`src/design/usb_rx_flag_pkg.sv`:
```
/*
  constants, index type and index step functions shared by the
  receive fifo flag block and its per-endpoint index engine.
  assumes nothing beyond a systemverilog compiler.
*/
`default_nettype none
package usb_rx_flag_pkg;
    // sizes (module parameters default to these)
    localparam int NUM_EP = 4;
    localparam int EP_W = 2;
    localparam int ADDR_W = 8;
    localparam int DATA_W = 8;
    // register offsets
    localparam logic [7:0] FLAGS_ADDR = 8'hE5;
    localparam logic [7:0] CTRL_ADDR = 8'hF0;
    localparam logic [7:0] INT_STAT_ADDR = 8'hF1;
    localparam logic [7:0] INT_MASK_ADDR = 8'hF2;
    // field positions
    localparam int IDX_HI = 7;
    localparam int IDX_LO = 6;
    localparam int EMPTY_BIT = 3;
    localparam int CTRL_DUAL_BIT = 0;
    localparam int CTRL_RDC_BIT = 1;
    localparam int INT_PKT_BIT = 0;
    localparam int INT_UNDER_BIT = 1;
    localparam int INT_W = 2;
    // reset values
    localparam logic [7:0] FLAGS_RST = 8'h08;
    localparam logic [1:0] IDX_RST = 2'h0;
    localparam logic [1:0] PEND_RST = 2'h0;
    localparam logic CTRL_DUAL_RST = 1'b0;
    localparam logic [1:0] INT_RST = 2'h0;
    localparam logic [7:0] RDATA_RST = 8'h00;

    // two-bit packet index
    typedef logic [1:0] pkt_idx_t;

    // one packet added: 00/01 -> 01, 10/11 -> 11 in dual mode
    function automatic pkt_idx_t step_up(input pkt_idx_t i,
                                         input logic dual);
        step_up = dual ? {i[1], 1'b1} : 2'b01;
    endfunction

    // one packet removed: 11 -> 01, anything else -> 00
    function automatic pkt_idx_t step_dn(input pkt_idx_t i);
        step_dn = (i == 2'b11) ? 2'b01 : 2'b00;
    endfunction
endpackage
`default_nettype wire

```
`src/design/rx_index_if.sv`:
```
/*
  link between the flag block and one per-endpoint index engine.
  assumes the package usb_rx_flag_pkg is compiled first.
*/
`timescale 1ns/100ps
`default_nettype none
interface rx_index_if;
    import usb_rx_flag_pkg::*;
    logic inc; // usb side added a packet (pulse)
    logic dec; // firmware read-complete (pulse)
    logic sof; // start of frame (pulse)
    logic dual; // dual packet mode level
    pkt_idx_t idx; // visible packet index
    logic [1:0] pend; // usb increments waiting for sof
    modport engine (input inc, input dec, input sof, input dual,
                    output idx, output pend);
    modport ctrl (output inc, output dec, output sof, output dual,
                  input idx, input pend);
endinterface
`default_nettype wire

```
`src/design/usb_rx_fifo_flag_status.sv`:
```
/*
  receive fifo flag register, endpoint indexed, with a small
  register port, a read-complete strobe and an interrupt.
  assumes usb side pulses and sof are synchronous to clk and
  that endpoint_select is held by the register that owns it.
*/
`timescale 1ns/100ps
`default_nettype none
module usb_rx_fifo_flag_status
    import usb_rx_flag_pkg::*;
#(
    parameter int N_EP = usb_rx_flag_pkg::NUM_EP,
    parameter int SEL_W = usb_rx_flag_pkg::EP_W
) (
    // clock, reset, freeze
    input wire logic clk,
    input wire logic resetn,
    input wire logic clk_en,
    // register port
    input wire logic [usb_rx_flag_pkg::ADDR_W-1:0] reg_addr,
    input wire logic [usb_rx_flag_pkg::DATA_W-1:0] reg_wdata,
    input wire logic reg_wr,
    input wire logic reg_rd,
    output logic [usb_rx_flag_pkg::DATA_W-1:0] reg_rdata,
    // endpoint select from its own register
    input wire logic [SEL_W-1:0] endpoint_select,
    // usb function interface side
    input wire logic [SEL_W-1:0] usb_ep,
    input wire logic rx_byte_count_wr,
    input wire logic advance_write_marker,
    input wire logic usb_sof,
    // interrupt
    output logic irq
);
    import usb_rx_flag_pkg::*;

    pkt_idx_t ep_idx [N_EP]; // visible index per endpoint
    logic [N_EP-1:0] ep_pkt_evt; // packets became visible
    pkt_idx_t sel_idx; // index of selected endpoint
    logic sel_empty; // live empty of selected endpoint
    logic rdc_pulse; // firmware read-complete strobe
    logic usb_inc; // usb side added a packet
    logic ctrl_dual_ff; // dual packet mode
    logic nxt_ctrl_dual;
    logic [INT_W-1:0] int_stat_ff; // sticky events
    logic [INT_W-1:0] nxt_int_stat;
    logic [INT_W-1:0] int_mask_ff; // enables
    logic [INT_W-1:0] nxt_int_mask;
    logic [INT_W-1:0] int_evt;
    logic [DATA_W-1:0] rdata_ff; // read answer
    logic [DATA_W-1:0] nxt_rdata;

    // write-one to the control register fires read-complete
    assign rdc_pulse = reg_wr && reg_addr == CTRL_ADDR
                       && reg_wdata[CTRL_RDC_BIT];
    // byte count write or marker advance both count a packet
    assign usb_inc = rx_byte_count_wr || advance_write_marker;

    // one index engine per endpoint
    for (genvar g = 0; g < N_EP; g++) begin : gen_ep
        rx_index_if ch_if ();
        // usb events go to the endpoint they name
        assign ch_if.inc = usb_inc && usb_ep == SEL_W'(g);
        // firmware events go to the selected endpoint
        assign ch_if.dec = rdc_pulse && endpoint_select == SEL_W'(g);
        assign ch_if.sof = usb_sof;
        assign ch_if.dual = ctrl_dual_ff;
        assign ep_idx[g] = ch_if.idx;
        assign ep_pkt_evt[g] = usb_sof && ch_if.pend != 2'h0;
        rx_index_engine u_engine (
            .clk(clk),
            .resetn(resetn),
            .clk_en(clk_en),
            .ch(ch_if)
        );
    end

    // selected endpoint view
    always_comb begin
        sel_idx = ep_idx[endpoint_select];
        // empty whenever no packet is visible
        sel_empty = (sel_idx == 2'b00);
    end

    // register next values: control, interrupts, read answer
    always_comb begin
        nxt_ctrl_dual = ctrl_dual_ff;
        nxt_int_mask = int_mask_ff;
        nxt_int_stat = int_stat_ff;
        nxt_rdata = RDATA_RST;
        // events: packet became visible, read-complete on empty
        int_evt = '0;
        int_evt[INT_PKT_BIT] = |ep_pkt_evt;
        int_evt[INT_UNDER_BIT] = rdc_pulse && sel_empty;
        if (reg_wr) begin
            unique case (reg_addr)
                CTRL_ADDR: begin
                    nxt_ctrl_dual = reg_wdata[CTRL_DUAL_BIT];
                end
                INT_STAT_ADDR: begin
                    // write one to clear
                    nxt_int_stat = int_stat_ff & ~reg_wdata[INT_W-1:0];
                end
                INT_MASK_ADDR: begin
                    nxt_int_mask = reg_wdata[INT_W-1:0];
                end
                // flag register is read-only
                default: begin
                end
            endcase
        end
        // set wins over a clear in the same cycle
        nxt_int_stat = nxt_int_stat | int_evt;
        if (reg_rd) begin
            unique case (reg_addr)
                FLAGS_ADDR: begin
                    // reserved and unbuilt flags read zero
                    nxt_rdata[IDX_HI:IDX_LO] = sel_idx;
                    nxt_rdata[EMPTY_BIT] = sel_empty;
                end
                CTRL_ADDR: begin
                    nxt_rdata[CTRL_DUAL_BIT] = ctrl_dual_ff;
                end
                INT_STAT_ADDR: begin
                    nxt_rdata[INT_W-1:0] = int_stat_ff;
                end
                INT_MASK_ADDR: begin
                    nxt_rdata[INT_W-1:0] = int_mask_ff;
                end
                // unmapped reads answer zero
                default: begin
                end
            endcase
        end
    end

    // register only
    always_ff @(posedge clk) begin
        if (!resetn) begin
            ctrl_dual_ff <= CTRL_DUAL_RST;
            int_stat_ff <= INT_RST;
            int_mask_ff <= INT_RST;
            rdata_ff <= RDATA_RST;
        end else if (clk_en) begin
            ctrl_dual_ff <= nxt_ctrl_dual;
            int_stat_ff <= nxt_int_stat;
            int_mask_ff <= nxt_int_mask;
            rdata_ff <= nxt_rdata;
        end
    end

    // answer stands for one cycle, held longer while clk_en is low, flags always readable,
    // so firmware can check them around each fifo read
    assign reg_rdata = rdata_ff;
    // level interrupt while any unmasked event is pending
    assign irq = |(int_stat_ff & int_mask_ff);

    AST_READ_FLAGS: assert property (
        @(posedge clk) disable iff (!resetn)
        clk_en && reg_rd && reg_addr == FLAGS_ADDR
        |=> reg_rdata[IDX_HI:IDX_LO] == $past(sel_idx)
            && reg_rdata[5:4] == 2'b00)
        else $error("flag read shows wrong endpoint index");

    AST_EMPTY_LIVE: assert property (
        @(posedge clk) disable iff (!resetn)
        clk_en && reg_rd && reg_addr == FLAGS_ADDR
        |=> reg_rdata[EMPTY_BIT] == (reg_rdata[IDX_HI:IDX_LO] == 2'b00))
        else $error("empty flag disagrees with index");

    AST_RDC_NOW: assert property (
        @(posedge clk) disable iff (!resetn)
        clk_en && rdc_pulse && !usb_sof && sel_idx == 2'b01
        |=> ep_idx[$past(endpoint_select)] == 2'b00)
        else $error("read-complete not applied at once");

    AST_UNDER_IRQ: assert property (
        @(posedge clk) disable iff (!resetn)
        clk_en && rdc_pulse && sel_empty && int_mask_ff[INT_UNDER_BIT]
        |=> int_stat_ff[INT_UNDER_BIT] && irq)
        else $error("empty read-complete did not raise irq");

    // read answer stands one cycle, zero after every enabled cycle without a read
    AST_RDATA_IDLE: assert property (
        @(posedge clk) disable iff (!resetn)
        clk_en && !reg_rd |=> reg_rdata == RDATA_RST)
        else $error("read data not zero outside answer cycle");

    // low enable holds every register; reset edge kept out
    AST_FREEZE_HOLD: assert property (
        @(posedge clk) disable iff (!resetn)
        resetn && !clk_en |=> $stable(rdata_ff) && $stable(int_stat_ff)
            && $stable(ctrl_dual_ff) && $stable(int_mask_ff))
        else $error("state moved while clock enable low");

    // set wins over a write-one clear in the same cycle
    AST_SET_WINS: assert property (
        @(posedge clk) disable iff (!resetn)
        clk_en && (|ep_pkt_evt) |=> int_stat_ff[INT_PKT_BIT])
        else $error("packet event lost to status clear");

    // sticky: status only drops through a write-one clear
    AST_STAT_STICKY: assert property (
        @(posedge clk) disable iff (!resetn)
        clk_en && int_stat_ff[INT_PKT_BIT]
        && !(reg_wr && reg_addr == INT_STAT_ADDR)
        |=> int_stat_ff[INT_PKT_BIT])
        else $error("packet status dropped without a clear");

    // mask register takes exactly what firmware writes
    AST_MASK_WRITE: assert property (
        @(posedge clk) disable iff (!resetn)
        clk_en && reg_wr && reg_addr == INT_MASK_ADDR
        |=> int_mask_ff == $past(reg_wdata[INT_W-1:0]))
        else $error("mask register did not take written value");
endmodule // usb_rx_fifo_flag_status
`default_nettype wire

```
`src/design/rx_index_engine.sv`:
```
/*
  packet index engine for one endpoint's receive fifo.
  assumes single-cycle event pulses, all synchronous to clk.
*/
`timescale 1ns/100ps
`default_nettype none
module rx_index_engine
    import usb_rx_flag_pkg::*;
(
    // clock and reset
    input wire logic clk,
    input wire logic resetn,
    input wire logic clk_en,
    // link to the flag block
    rx_index_if.engine ch
);
    pkt_idx_t idx_ff; // visible index
    pkt_idx_t nxt_idx;
    logic [1:0] pend_ff; // deferred usb increments
    logic [1:0] nxt_pend;

    // next index: deferred ups at sof, then immediate down
    always_comb begin
        nxt_idx = idx_ff;
        nxt_pend = pend_ff;
        if (ch.sof) begin
            // usb increments become visible only now
            if (pend_ff != 2'h0) begin
                nxt_idx = step_up(nxt_idx, ch.dual);
            end
            if (pend_ff == 2'h2) begin
                nxt_idx = step_up(nxt_idx, ch.dual);
            end
            nxt_pend = 2'h0;
        end
        if (ch.inc && nxt_pend != 2'h2) begin
            // saturate: at most two packets fit
            nxt_pend = nxt_pend + 2'h1;
        end
        if (ch.dec) begin
            nxt_idx = step_dn(nxt_idx);
        end
    end

    // register only; reset wins over the freeze
    always_ff @(posedge clk) begin
        if (!resetn) begin
            idx_ff <= IDX_RST;
            pend_ff <= PEND_RST;
        end else if (clk_en) begin
            idx_ff <= nxt_idx;
            pend_ff <= nxt_pend;
        end
    end

    assign ch.idx = idx_ff;
    assign ch.pend = pend_ff;

    AST_INC_WAITS_SOF: assert property (
        @(posedge clk) disable iff (!resetn)
        clk_en && ch.inc && !ch.sof && !ch.dec |=> idx_ff == $past(idx_ff))
        else $error("usb increment visible before sof");

    AST_SOF_APPLY: assert property (
        @(posedge clk) disable iff (!resetn)
        clk_en && ch.sof && ch.dual && pend_ff == 2'h1 && !ch.dec
        && idx_ff == 2'b10 |=> idx_ff == 2'b11)
        else $error("sof did not move 10 to 11");

    AST_DEC_TWO: assert property (
        @(posedge clk) disable iff (!resetn)
        clk_en && ch.dec && !ch.sof && idx_ff == 2'b11 |=> idx_ff == 2'b01)
        else $error("read-complete from 11 gave wrong index");

    AST_DEC_ONE: assert property (
        @(posedge clk) disable iff (!resetn)
        clk_en && ch.dec && !ch.sof && idx_ff != 2'b11 |=> idx_ff == 2'b00)
        else $error("read-complete did not clear index");

    AST_PEND_CLEAR: assert property (
        @(posedge clk) disable iff (!resetn)
        clk_en && ch.sof && !ch.inc |=> pend_ff == 2'h0)
        else $error("pending increments survived sof");
endmodule // rx_index_engine
`default_nettype wire

```
`config.mk`:
```
export PLATFORM = sky130hd
export DESIGN_NAME = usb_rx_fifo_flag_status
export DESIGN_NICKNAME = d
export VERILOG_FILES = /design/src/design/usb_rx_flag_pkg.sv /design/src/design/rx_index_if.sv /design/src/design/usb_rx_fifo_flag_status.sv /design/src/design/rx_index_engine.sv
export SDC_FILE = /design/constraint.sdc
export NUM_CORES = 1
export LEC_CHECK = 0
export ABC_AREA = 1
export BUFFER_PORTS_ARGS = -buffer_cell sky130_fd_sc_hd__clkbuf_2
export CAP_MARGIN = 20
export CORE_ASPECT_RATIO = 0.8
export CORE_MARGIN = 2
export CORE_UTILIZATION = 45
export DETAILED_ROUTE_END_ITERATION = 12
export GPL_TIMING_DRIVEN = 1
export PLACE_DENSITY = 0.72
export SKIP_LAST_GASP = 1
export SLEW_MARGIN = 25
export SYNTH_ARGS = -nofsm -noshare
export SYNTH_HDL_FRONTEND = slang
export SYNTH_SLANG_ARGS = --single-unit
```
`constraint.sdc`:
```
create_clock -name clk -period 2.2 [get_ports clk]
set_clock_uncertainty 0.05 [all_clocks]
set_input_delay 0.33 -clock clk [delete_from_list [all_inputs] [get_ports clk]]
set_output_delay 0.33 -clock clk [all_outputs]
set_load 0.01 [all_outputs]
```
==> summary.txt, run 1 <==
Clock tree
  • Post-cts hold buffer count: 0
  • Postcts setup bufs: 0
  • H-tree depth: 1
  • CTS tree: built
  • CTS max path bufs: 2
  • Clock Pin Slew Worst Setup and Hold Paths: 0.08 ns
  • TritonCTS buffer count: 3
  • Clock sinks: 26
  • Later-pin clock latency in the skew report: 0.27 ns
  • Root Buffer: clkbuf_8
  • Resize count post-CTS: 0

Setup path
  • Worst R2R Path Depth: 6
  • Worst setup path end: irq
  • Startpoint types: flop
  • Worst Setup SP: int_mask_ff[1]$_SDFFE_PN0P_
  • Worst reg2reg endpoint: gen_ep[3].u_engine.ch.pend[0]$_SDFFE_PN0P_
  • RR Startpoint: gen_ep[3].u_engine.ch.pend[0]$_SDFFE_PN0P_
  • Flop2flop setup slack: 0.89 ns
  • Critical Path AT: 0.96 ns
  • Critical Path End Type: primary output
  • Critical path data required time: approximately 1.8 ns
  • CP max FO: 2
  • Critical path class: flop to primary output

Timing
  • Slew Limit Fails: 0
  • Sum Neg Setup Slack: 0 ns
  • Peak Freq: between 700 and 800 MHz
  • RSZ-0062 raised after global routing: no
  • # setup viols final: 0
  • Tcrit/Tclk final: 60.8%
  • Final setup margin: between 0.8 and 0.9 ns
  • Fin crit period: roughly 1.3 ns
  • Final Hold Fails: 0

Layout
  • N_diodes: 0
  • P&R area growth vs syn: 9.97%
  • Final net count: roughly 300
  • Number of fill cells: ~370
  • Share of cells above drive strength 1: a little under a fifth

GRT
  • Tot GR Track Use: about 18%
  • Initial antenna violation count: 0
  • Global-route wire length before repair: a little under 6000 um
  • Vias in the first global route: 1375
  • Largest net degree at the start of global routing: 25
  • Grt total ovfl: 0

Floorplan
  • Top-level port count: 37
  • FP Rows: 19
  • Initial core utilization: between 40% and 50%
  • Core ar.: between 3000 and 4000 um^2
  • Die area: ~4000 um^2
  • Die span in y: around 57 um
  • Die X: just over 70 um

Yosys
  • EDFF count, synth: 0
  • Fraction of registers with async set/reset: 0%
  • Area leader, netlist: dfxtp_1
  • Synth warn: 0
  • Share of the synthesized area in the top cell type: between 30% and 40%
  • Seq cells post-synth: 26
  • Post-synthesis cell area: approximately 1600 um^2
  • Syn Area/Cell: approximately 6.4 um^2
  • Synth Instances: about 250
  • Top cells by count, synth: nand2_1, nor2_1, dfxtp_1, inv_1, a21oi_1
  • Primary FF master, synth: dfxtp_1
  • Synth unique cells: 28
  • Sequential area share after synthesis: between 30% and 40%
  • Area contributors post-synth: dfxtp_1, nand2_1, nor2_1
  • Cell with the most instances after synthesis: nand2_1

Place
  • Routability congestion estimate: roughly 0.85
  • Pre-CTS WS: 0.645 ns
  • Port buffer count: 27
  • Hpwl dp: around 2600 um

Route
  • Initial DRC count: 84
  • DRC viols: 0
  • Final ANT Viol Nets: 0
  • Post-DR vias/cell: just over 5
  • Drt pass-1 iters: 4
  • Drt wl/cell: ~11 um
  • Final WL: between 3000 and 4000 um
  • Via count: 1598

Power
  • Overall power: between 0.8 and 0.9 mW
  • Worst VDD drop: 0.000337 V
  • Power Density: 510 nW/um^2
  • Lkg Pwr: between 0.7 and 0.8 nW

Hold path
  • Hold path start: reg_wdata[0]
  • Hold Path Class: input port to flop

Status
  • Outcome: completed

Job
  • Number of max-cap violations: 0
cells in the final DEF (no fill, tap or decap), drive strengths merged:
cell type,netlist,routed
nand4,7,7
a31oi,2,2
a21oi,19,19
a211oi,1,1
o21bai,1,1
o2111ai,1,1
clkinv,1,1
o211ai,2,2
inv,33,33
o31ai,2,2
nand2,49,49
nor2,47,47
nor3,5,5
nand3,18,18
dfxtp,26,26
conb,1,3
ha,4,4
nor3b,1,1
o21ai,18,18
clkbuf,1,30
per-layer routing:
| layer | up-vias | wire length [um] | global-route usage, % |
|---|---|---|---|
| li1 | 846 | - | - |
| met5 | - | 0 | 0 |
| met2 | 40 | 1430 | 28.8 |
| met1 | 710 | 1770 | 24.8 |
| met4 | 0 | 17 | 2.43 |
| met3 | 2 | 205 | 4.95 |
per-stage QoR:
stage | util, % | instance area (um^2) | instances | hold WS (ns)
floorplan | - | 1600 | 250 | 0.387
global placement | 50.0 | 1710 | 309 | 0.400
detailed placement | 50.0 | 1710 | 309 | 0.405
CTS | 51.2 | 1750 | 312 | 0.290
global route | 51.2 | 1750 | 312 | 0.300
finish | 51.2 | 1750 | 312 | 0.298
logic make-up after synthesis:
kind of cell    synth area share (%)
other cells                    0.235
buf+inv                         13.0
compound gates                  15.8
fa+ha+maj                       3.14
simple gates                    35.2
flops                           32.7
how the worst min path moves through the flow:
stage                                                     end  slack (ns)  cells past startpoint
floorplan           gen_ep[2].u_engine.ch.idx[1]$_SDFFE_PN0P_        0.39                      2
global placement    gen_ep[2].u_engine.ch.idx[1]$_SDFFE_PN0P_        0.40                      2
detailed placement                  reg_rdata[7]$_SDFFE_PN0P_        0.40                      2
CTS                                 ctrl_dual_ff$_SDFFE_PN0P_        0.29                      3
global route                        ctrl_dual_ff$_SDFFE_PN0P_        0.30                      3
finish                              ctrl_dual_ff$_SDFFE_PN0P_        0.30                      3
final cells by class:
type	count	area (um^2)	share of cell area [%]
Multi-Input combinational cell	180	875	49.9
Sequential cell	26	520	29.7
Timing Repair Buffer	27	135	7.71
Inverter	34	129	7.35
Tap cell	42	52.6	3.00
Clock buffer	3	41.3	2.36
power breakdown:
part / internal, mW / switching [mW]
registers: 0.481 / 0.00753
clock network: 0.123 / 0.146
logic: 0.0448 / 0.0914
worst max-delay path: stages, from the launching register on:
cell	delay, ns
dfxtp_1	0.34
inv_1	0.05
o21ai_0	0.14
clkbuf_2	0.15
flip-flops by register name, indices dropped and copies added (netlist names):
register                 count
reg_rdata                    5
int_mask_ff                  2
ctrl_dual_ff                 1
int_stat_ff                  2
gen_ep.u_engine.ch.idx       8
gen_ep.u_engine.ch.pend      8
Note: power is estimated with default switching activity, not from simulation.
==> inputs of run 2 (changes only) <==
- PLACE_DENSITY: 0.72 -> 0.74
- clock period: 2.2 -> 1.2 ns (I/O delays scaled with it)
==> run 2 against run 1 <==
Compared with the run above:
- the run now ends with negative setup slack left
- global-route usage is 2.2 points higher
- cell count is 6.7% higher
- flip-flop and latch count unchanged
- first-iteration DRC count down 25%
- via count rose by 8.1%
- cell area is 16% higher
- die area did not move
==> summary.txt, run 2 (synthesized netlist as in run 1, its figures left out) <==
Layout
  • P&R area growth vs syn: 27.1%
  • N_diodes: 0
  • Share of cells above drive strength 1: 38.8%
  • Fin cells: about 330
  • Most frequent cells in the layout: nand2_1, nor2_1, clkbuf_2
  • Leading cell type in the layout, fill and taps excluded: nand2_1
  • Final net count: 325
  • Finished Cell Area: between 2000 and 2500 um^2

Floorplan
  • Initial core utilization: a little under half
  • Die area: ~4000 um^2
  • Top-level port count: 37
  • Die span in y: about 57 um
  • Core ar.: between 3000 and 4000 um^2
  • Die X: 70.5 um
  • FP Rows: 19

Route
  • Drt pass-1 iters: 4
  • Post-DR vias/cell: approximately 5.2
  • Final WL: 4080 um
  • Final ANT Viol Nets: 0
  • Via count: 1728
  • Drt wl/cell: between 10 and 15 um
  • DRC viols: 0
  • Initial DRC count: between 60 and 70

Place
  • Placed Instance Area: ~1900 um^2
  • Port buffer count: 27
  • Inst Count DP: ~330
  • Hpwl dp: about 2900 um
  • Routability congestion estimate: 0.887

Timing
  • Final setup margin: -0.0693 ns
  • # setup viols final: 7
  • Tcrit/Tclk final: 106%
  • Peak Freq: 788 MHz
  • Slew Limit Fails: 0
  • Final Hold Fails: 0
  • RSZ-0062 raised after global routing: yes
  • Fin crit period: 1.27 ns

Setup path
  • Startpoint types: flop
  • Critical Path Most Common Cell: nor2_2
  • Slowest stage delay, CP: 0.33 ns
  • Critical path data required time: 1.35 ns
  • CP Buf/Inv Count: 1
  • CP max FO: 4
  • Critical Path End Type: flop
  • Critical path's slowest cell: dfxtp_2
  • Flop2flop setup slack: -0.07 ns
  • CP delay by family, top: flip-flops
  • Cells along the critical path: inv_2, nor2_2, ha_2, nor2_2, nand2_2, o21ai_2, o31ai_2, nor2_1
  • Critical path class: flop to flop
  • Critical Path AT: 1.42 ns

GRT
  • Largest net degree at the start of global routing: 18
  • Grt total ovfl: 0
  • Global-route wire length before repair: 6630 um
  • Tot GR Track Use: approximately a fifth
  • Vias in the first global route: roughly 1600
  • Initial antenna violation count: 0

Clock tree
  • H-tree depth: 1
  • Clock Pin Slew Worst Setup and Hold Paths: 0.08 ns
  • Root Buffer: clkbuf_8
  • TritonCTS buffer count: 3
  • CTS max path bufs: 2
  • Post-cts hold buffer count: 0
  • Clock sinks: 26
  • Later-pin clock latency in the skew report: approximately 0.27 ns
  • CTS tree: built

Hold path
  • Hold Path Class: input port to flop

Power
  • Worst VDD drop: approximately 0.00052 V
  • Lkg Pwr: between 0.8 and 0.9 nW
  • Power Density: 847 nW/um^2

Status
  • Failing checks: negative setup slack
  • Outcome: complete, but fails checks

Job
  • Number of max-cap violations: 0
## run 2: report_power, final
group          total [mW]  internal, mW  switching, mW  leakage (nW)
sequential          0.899         0.885         0.0142         0.215
combinational       0.332         0.129          0.203         0.657
clock               0.484         0.225          0.259        0.0216
total                1.72          1.24          0.476         0.894
## run 2: layout make-up
class                           count  area (um^2)
Clock buffer                        3         41.3
Fill cell                         333         1400
Inverter                           34          131
Multi-Input combinational cell    180          975
Sequential cell                    26          533
Tap cell                           42         52.6
Timing Repair Buffer               48          293
## run 2: metrics by stage
step / TNS (ns) / utilization (%) / power, mW / hold WS [ns] / setup WS, ns
detailed placement: -1.54 / 54.4 / 1.20 / 0.407 / -0.183
floorplan: 0 / - / 1.10 / 0.306 / 0.00858
finish: -0.233 / 59.2 / 1.72 / 0.185 / -0.0693
CTS: -0.0641 / 56.9 / 1.69 / 0.158 / -0.0228
global route: -0.967 / 59.2 / 1.80 / 0.205 / -0.171
global placement: -1.10 / 54.4 / 1.20 / 0.403 / -0.141
## run 2: worst paths after layout
check | startpoint | to | cells after the start
max | gen_ep[3].u_engine.ch.pend[1]$_SDFFE_PN0P_ | gen_ep[3].u_engine.ch.pend[0]$_SDFFE_PN0P_ | 8
min | reg_wdata[0] | ctrl_dual_ff$_SDFFE_PN0P_ | 3
max reg2reg | gen_ep[3].u_engine.ch.pend[1]$_SDFFE_PN0P_ | gen_ep[3].u_engine.ch.pend[0]$_SDFFE_PN0P_ | 8
min reg2reg | reg_rdata[6]$_SDFFE_PN0P_ | reg_rdata[6]$_SDFFE_PN0P_ | 2
## run 2: worst register-to-register path: cells and delay by family (launching register included)
kind | cells | cell delay [ns]
flops | 1 | 0.33
simple gates | 4 | 0.33
compound gates | 2 | 0.27
fa+ha+maj | 1 | 0.18
buf+inv | 1 | 0.05
## run 2: repair_timing
item | in CTS | in global routing
gates resized for setup | 20 | 24
setup buffers | 1 | 1
pin swaps | 5 | 6
endpoints found under the setup margin | 8 | 13
## run 2: layer usage
layer	track usage, %	routed length [um]
met5	0	0
met2	34.2	1910
met1	26.3	1860
met3	4.24	262
met4	4.58	51
==> inputs of run 3 (changes only) <==
- CELL_PAD_IN_SITES_DETAIL_PLACEMENT: default -> 0
- CELL_PAD_IN_SITES_GLOBAL_PLACEMENT: default -> 1
- CORE_UTILIZATION: 45 -> 33
- MAX_ROUTING_LAYER: default -> met4
- PLACE_DENSITY: 0.74 -> 0.72
==> run 3 against run 2 <==
Compared with the run above:
- the run still ends with negative setup slack left
- power grew 16%
- die area grew 34%
- clock power rose by 57%
- via count shrank 3.6%
- sequential share of layout area decreased by 0.80 points
- largest power group unchanged
- highest routed layer unchanged
==> summary.txt, run 3 (synthesized netlist as in run 1, its figures left out) <==
Timing
  • Slew Limit Fails: 0
  • RSZ-0062 raised after global routing: yes
  • Sum Neg Setup Slack: -0.0427 ns
  • Final Hold Fails: 0
  • Fin crit period: roughly 1.2 ns
  • Peak Freq: a little over 800 MHz
  • Tcrit/Tclk final: 103%
  • # setup viols final: 3
  • Final setup margin: -0.0369 ns

Layout
  • Final net count: between 300 and 400
  • P&R area growth vs syn: 31.1%
  • Share of cells above drive strength 1: ~39%
  • N_diodes: 0
  • Leading cell type in the layout, fill and taps excluded: nand2_1
  • Number of fill cells: 500
  • Most frequent cells in the layout: nand2_1, nor2_1, clkbuf_2

GRT
  • Initial antenna violation count: 0
  • Tot GR Track Use: around 17%
  • Global-route wire length before repair: between 6000 and 7000 um
  • Vias in the first global route: about 1500
  • Grt total ovfl: 0
  • Largest net degree at the start of global routing: 18

Clock tree
  • Post-cts hold buffer count: 0
  • CTS max path bufs: 2
  • CTS tree: built
  • TritonCTS buffer count: 3
  • H-tree depth: 1
  • Clock Pin Slew Worst Setup and Hold Paths: about 0.10 ns
  • Root Buffer: clkbuf_8
  • Clock sinks: 26
  • Later-pin clock latency in the skew report: between 0.2 and 0.3 ns

Setup path
  • Critical Path End Type: flop
  • Critical path class: flop to flop
  • Flop2flop setup slack: -0.04 ns
  • Startpoint types: flop
  • Worst R2R Path Depth: 8
  • Worst reg2reg endpoint: gen_ep[3].u_engine.ch.pend[0]$_SDFFE_PN0P_
  • RR Startpoint: gen_ep[3].u_engine.ch.pend[1]$_SDFFE_PN0P_
  • CP max FO: 4
  • Critical Path AT: between 1 and 1.5 ns
  • Critical path data required time: roughly 1.4 ns

Job
  • Number of max-cap violations: 0

Power
  • Worst VDD drop: about 0.00054 V
  • Overall power: 1.99 mW
  • Power Density: 953 nW/um^2
  • Lkg Pwr: about 0.93 nW

Route
  • Drt wl/cell: ~12 um
  • DRC viols: 0
  • Via count: ~1700
  • Post-DR vias/cell: about 4.7
  • Final ANT Viol Nets: 0
  • Final WL: 4110 um
  • Initial DRC count: 53
  • Drt pass-1 iters: 4

Hold path
  • WHS Endpoint: ctrl_dual_ff$_SDFFE_PN0P_
  • Worst hold path depth: 3
  • Hold Path Class: input port to flop
  • Hold path start: reg_wdata[0]

Place
  • Port buffer count: 27
  • Routability congestion estimate: 0.748
  • Hpwl dp: between 3000 and 4000 um

Status
  • Failing checks: negative setup slack
  • Outcome: complete, but fails checks

Floorplan
  • Initial core utilization: between 30% and 40%
  • Top-level port count: 37
  • Die area: about 5400 um^2
  • Core ar.: approximately 4600 um^2
  • FP Rows: 22
  • Die X: roughly 80 um
  • Die span in y: 66.2 um
[run 3: changes by cell type in the layout (fill, tap and decap cells not counted)]
cell       delta
a21oi_1       +1
a21oi_2       -1
buf_4         +4
bufinv_16     +1
ha_1          +1
ha_2          -1
nand3_1       +1
nand3_4       -1
nor2_1        +2
nor2_2        -2
nor3_1        -1
nor3_2        +1
[run 3: worst max path at each step]
stage | slack, ns | depth (start not counted) | from | endpoint
5_1_grt | -0.11 | 6 | gen_ep[2].u_engine.ch.pend[0]$_SDFFE_PN0P_ | gen_ep[2].u_engine.ch.pend[0]$_SDFFE_PN0P_
4_1_cts | -0.02 | 7 | gen_ep[3].u_engine.ch.pend[1]$_SDFFE_PN0P_ | gen_ep[3].u_engine.ch.pend[0]$_SDFFE_PN0P_
3_3_place_gp | -0.16 | 8 | usb_sof | gen_ep[3].u_engine.ch.pend[0]$_SDFFE_PN0P_
2_1_floorplan | 0.009 | 8 | usb_sof | gen_ep[3].u_engine.ch.pend[0]$_SDFFE_PN0P_
6_report | -0.04 | 8 | gen_ep[3].u_engine.ch.pend[1]$_SDFFE_PN0P_ | gen_ep[3].u_engine.ch.pend[0]$_SDFFE_PN0P_
3_5_place_dp | -0.18 | 8 | usb_sof | gen_ep[3].u_engine.ch.pend[0]$_SDFFE_PN0P_
[run 3: final cells by class]
class	count	area, um^2	share of cell area [%]
clock buffer	3	41.3	1.98
clock inverter	1	30.0	1.44
inverter	34	131	6.29
multi-input combinational	180	956	45.7
sequential	26	533	25.5
tap	60	75.1	3.59
timing repair buffer	52	323	15.4
[run 3: where the power goes]
part / switching, mW / internal [mW]
Clock: 0.310 / 0.447
Combinational: 0.200 / 0.134
Sequential: 0.0133 / 0.885
Total: 0.524 / 1.47
[run 3: per-stage QoR]
stage,cell area [um^2],std cells,util (%),setup WS [ns],hold slack [ns]
6_report,2090,356,45.2,-0.0369,0.152
5_1_grt,2090,356,45.2,-0.112,0.164
4_1_cts,2010,354,43.4,-0.0170,0.132
3_5_place_dp,1910,349,41.3,-0.182,0.404
3_3_place_gp,1910,349,41.3,-0.159,0.402
2_1_floorplan,1610,250,-,0.00858,0.306
[run 3: what timing repair did]
action,4_1_cts,5_1_grt
pin swaps,4,5
endpoints found under the setup margin,9,12
gates resized for setup,13,26
setup buffers,1,2
[run 3: critical path, cell delays in order, from the launching register on]
cell and delay [ns]:
dfxtp_2 0.34, inv_2 0.06, nor2_2 0.04, ha_2 0.18, nor2_2 0.09, nand2_2 0.10, o21ai_2 0.18, o31ai_2 0.08
nor2_1 0.08
[run 3: routing by layer]
metal / vias up / part of all wire [%] / track usage (%)
met5: - / 0 / -
met4: 0 / 0.88 / 4.38
met3: 4 / 5.1 / 3.69
met2: 33 / 39 / 24.4
met1: 733 / 55 / 23.9
li1: 895 / - / -
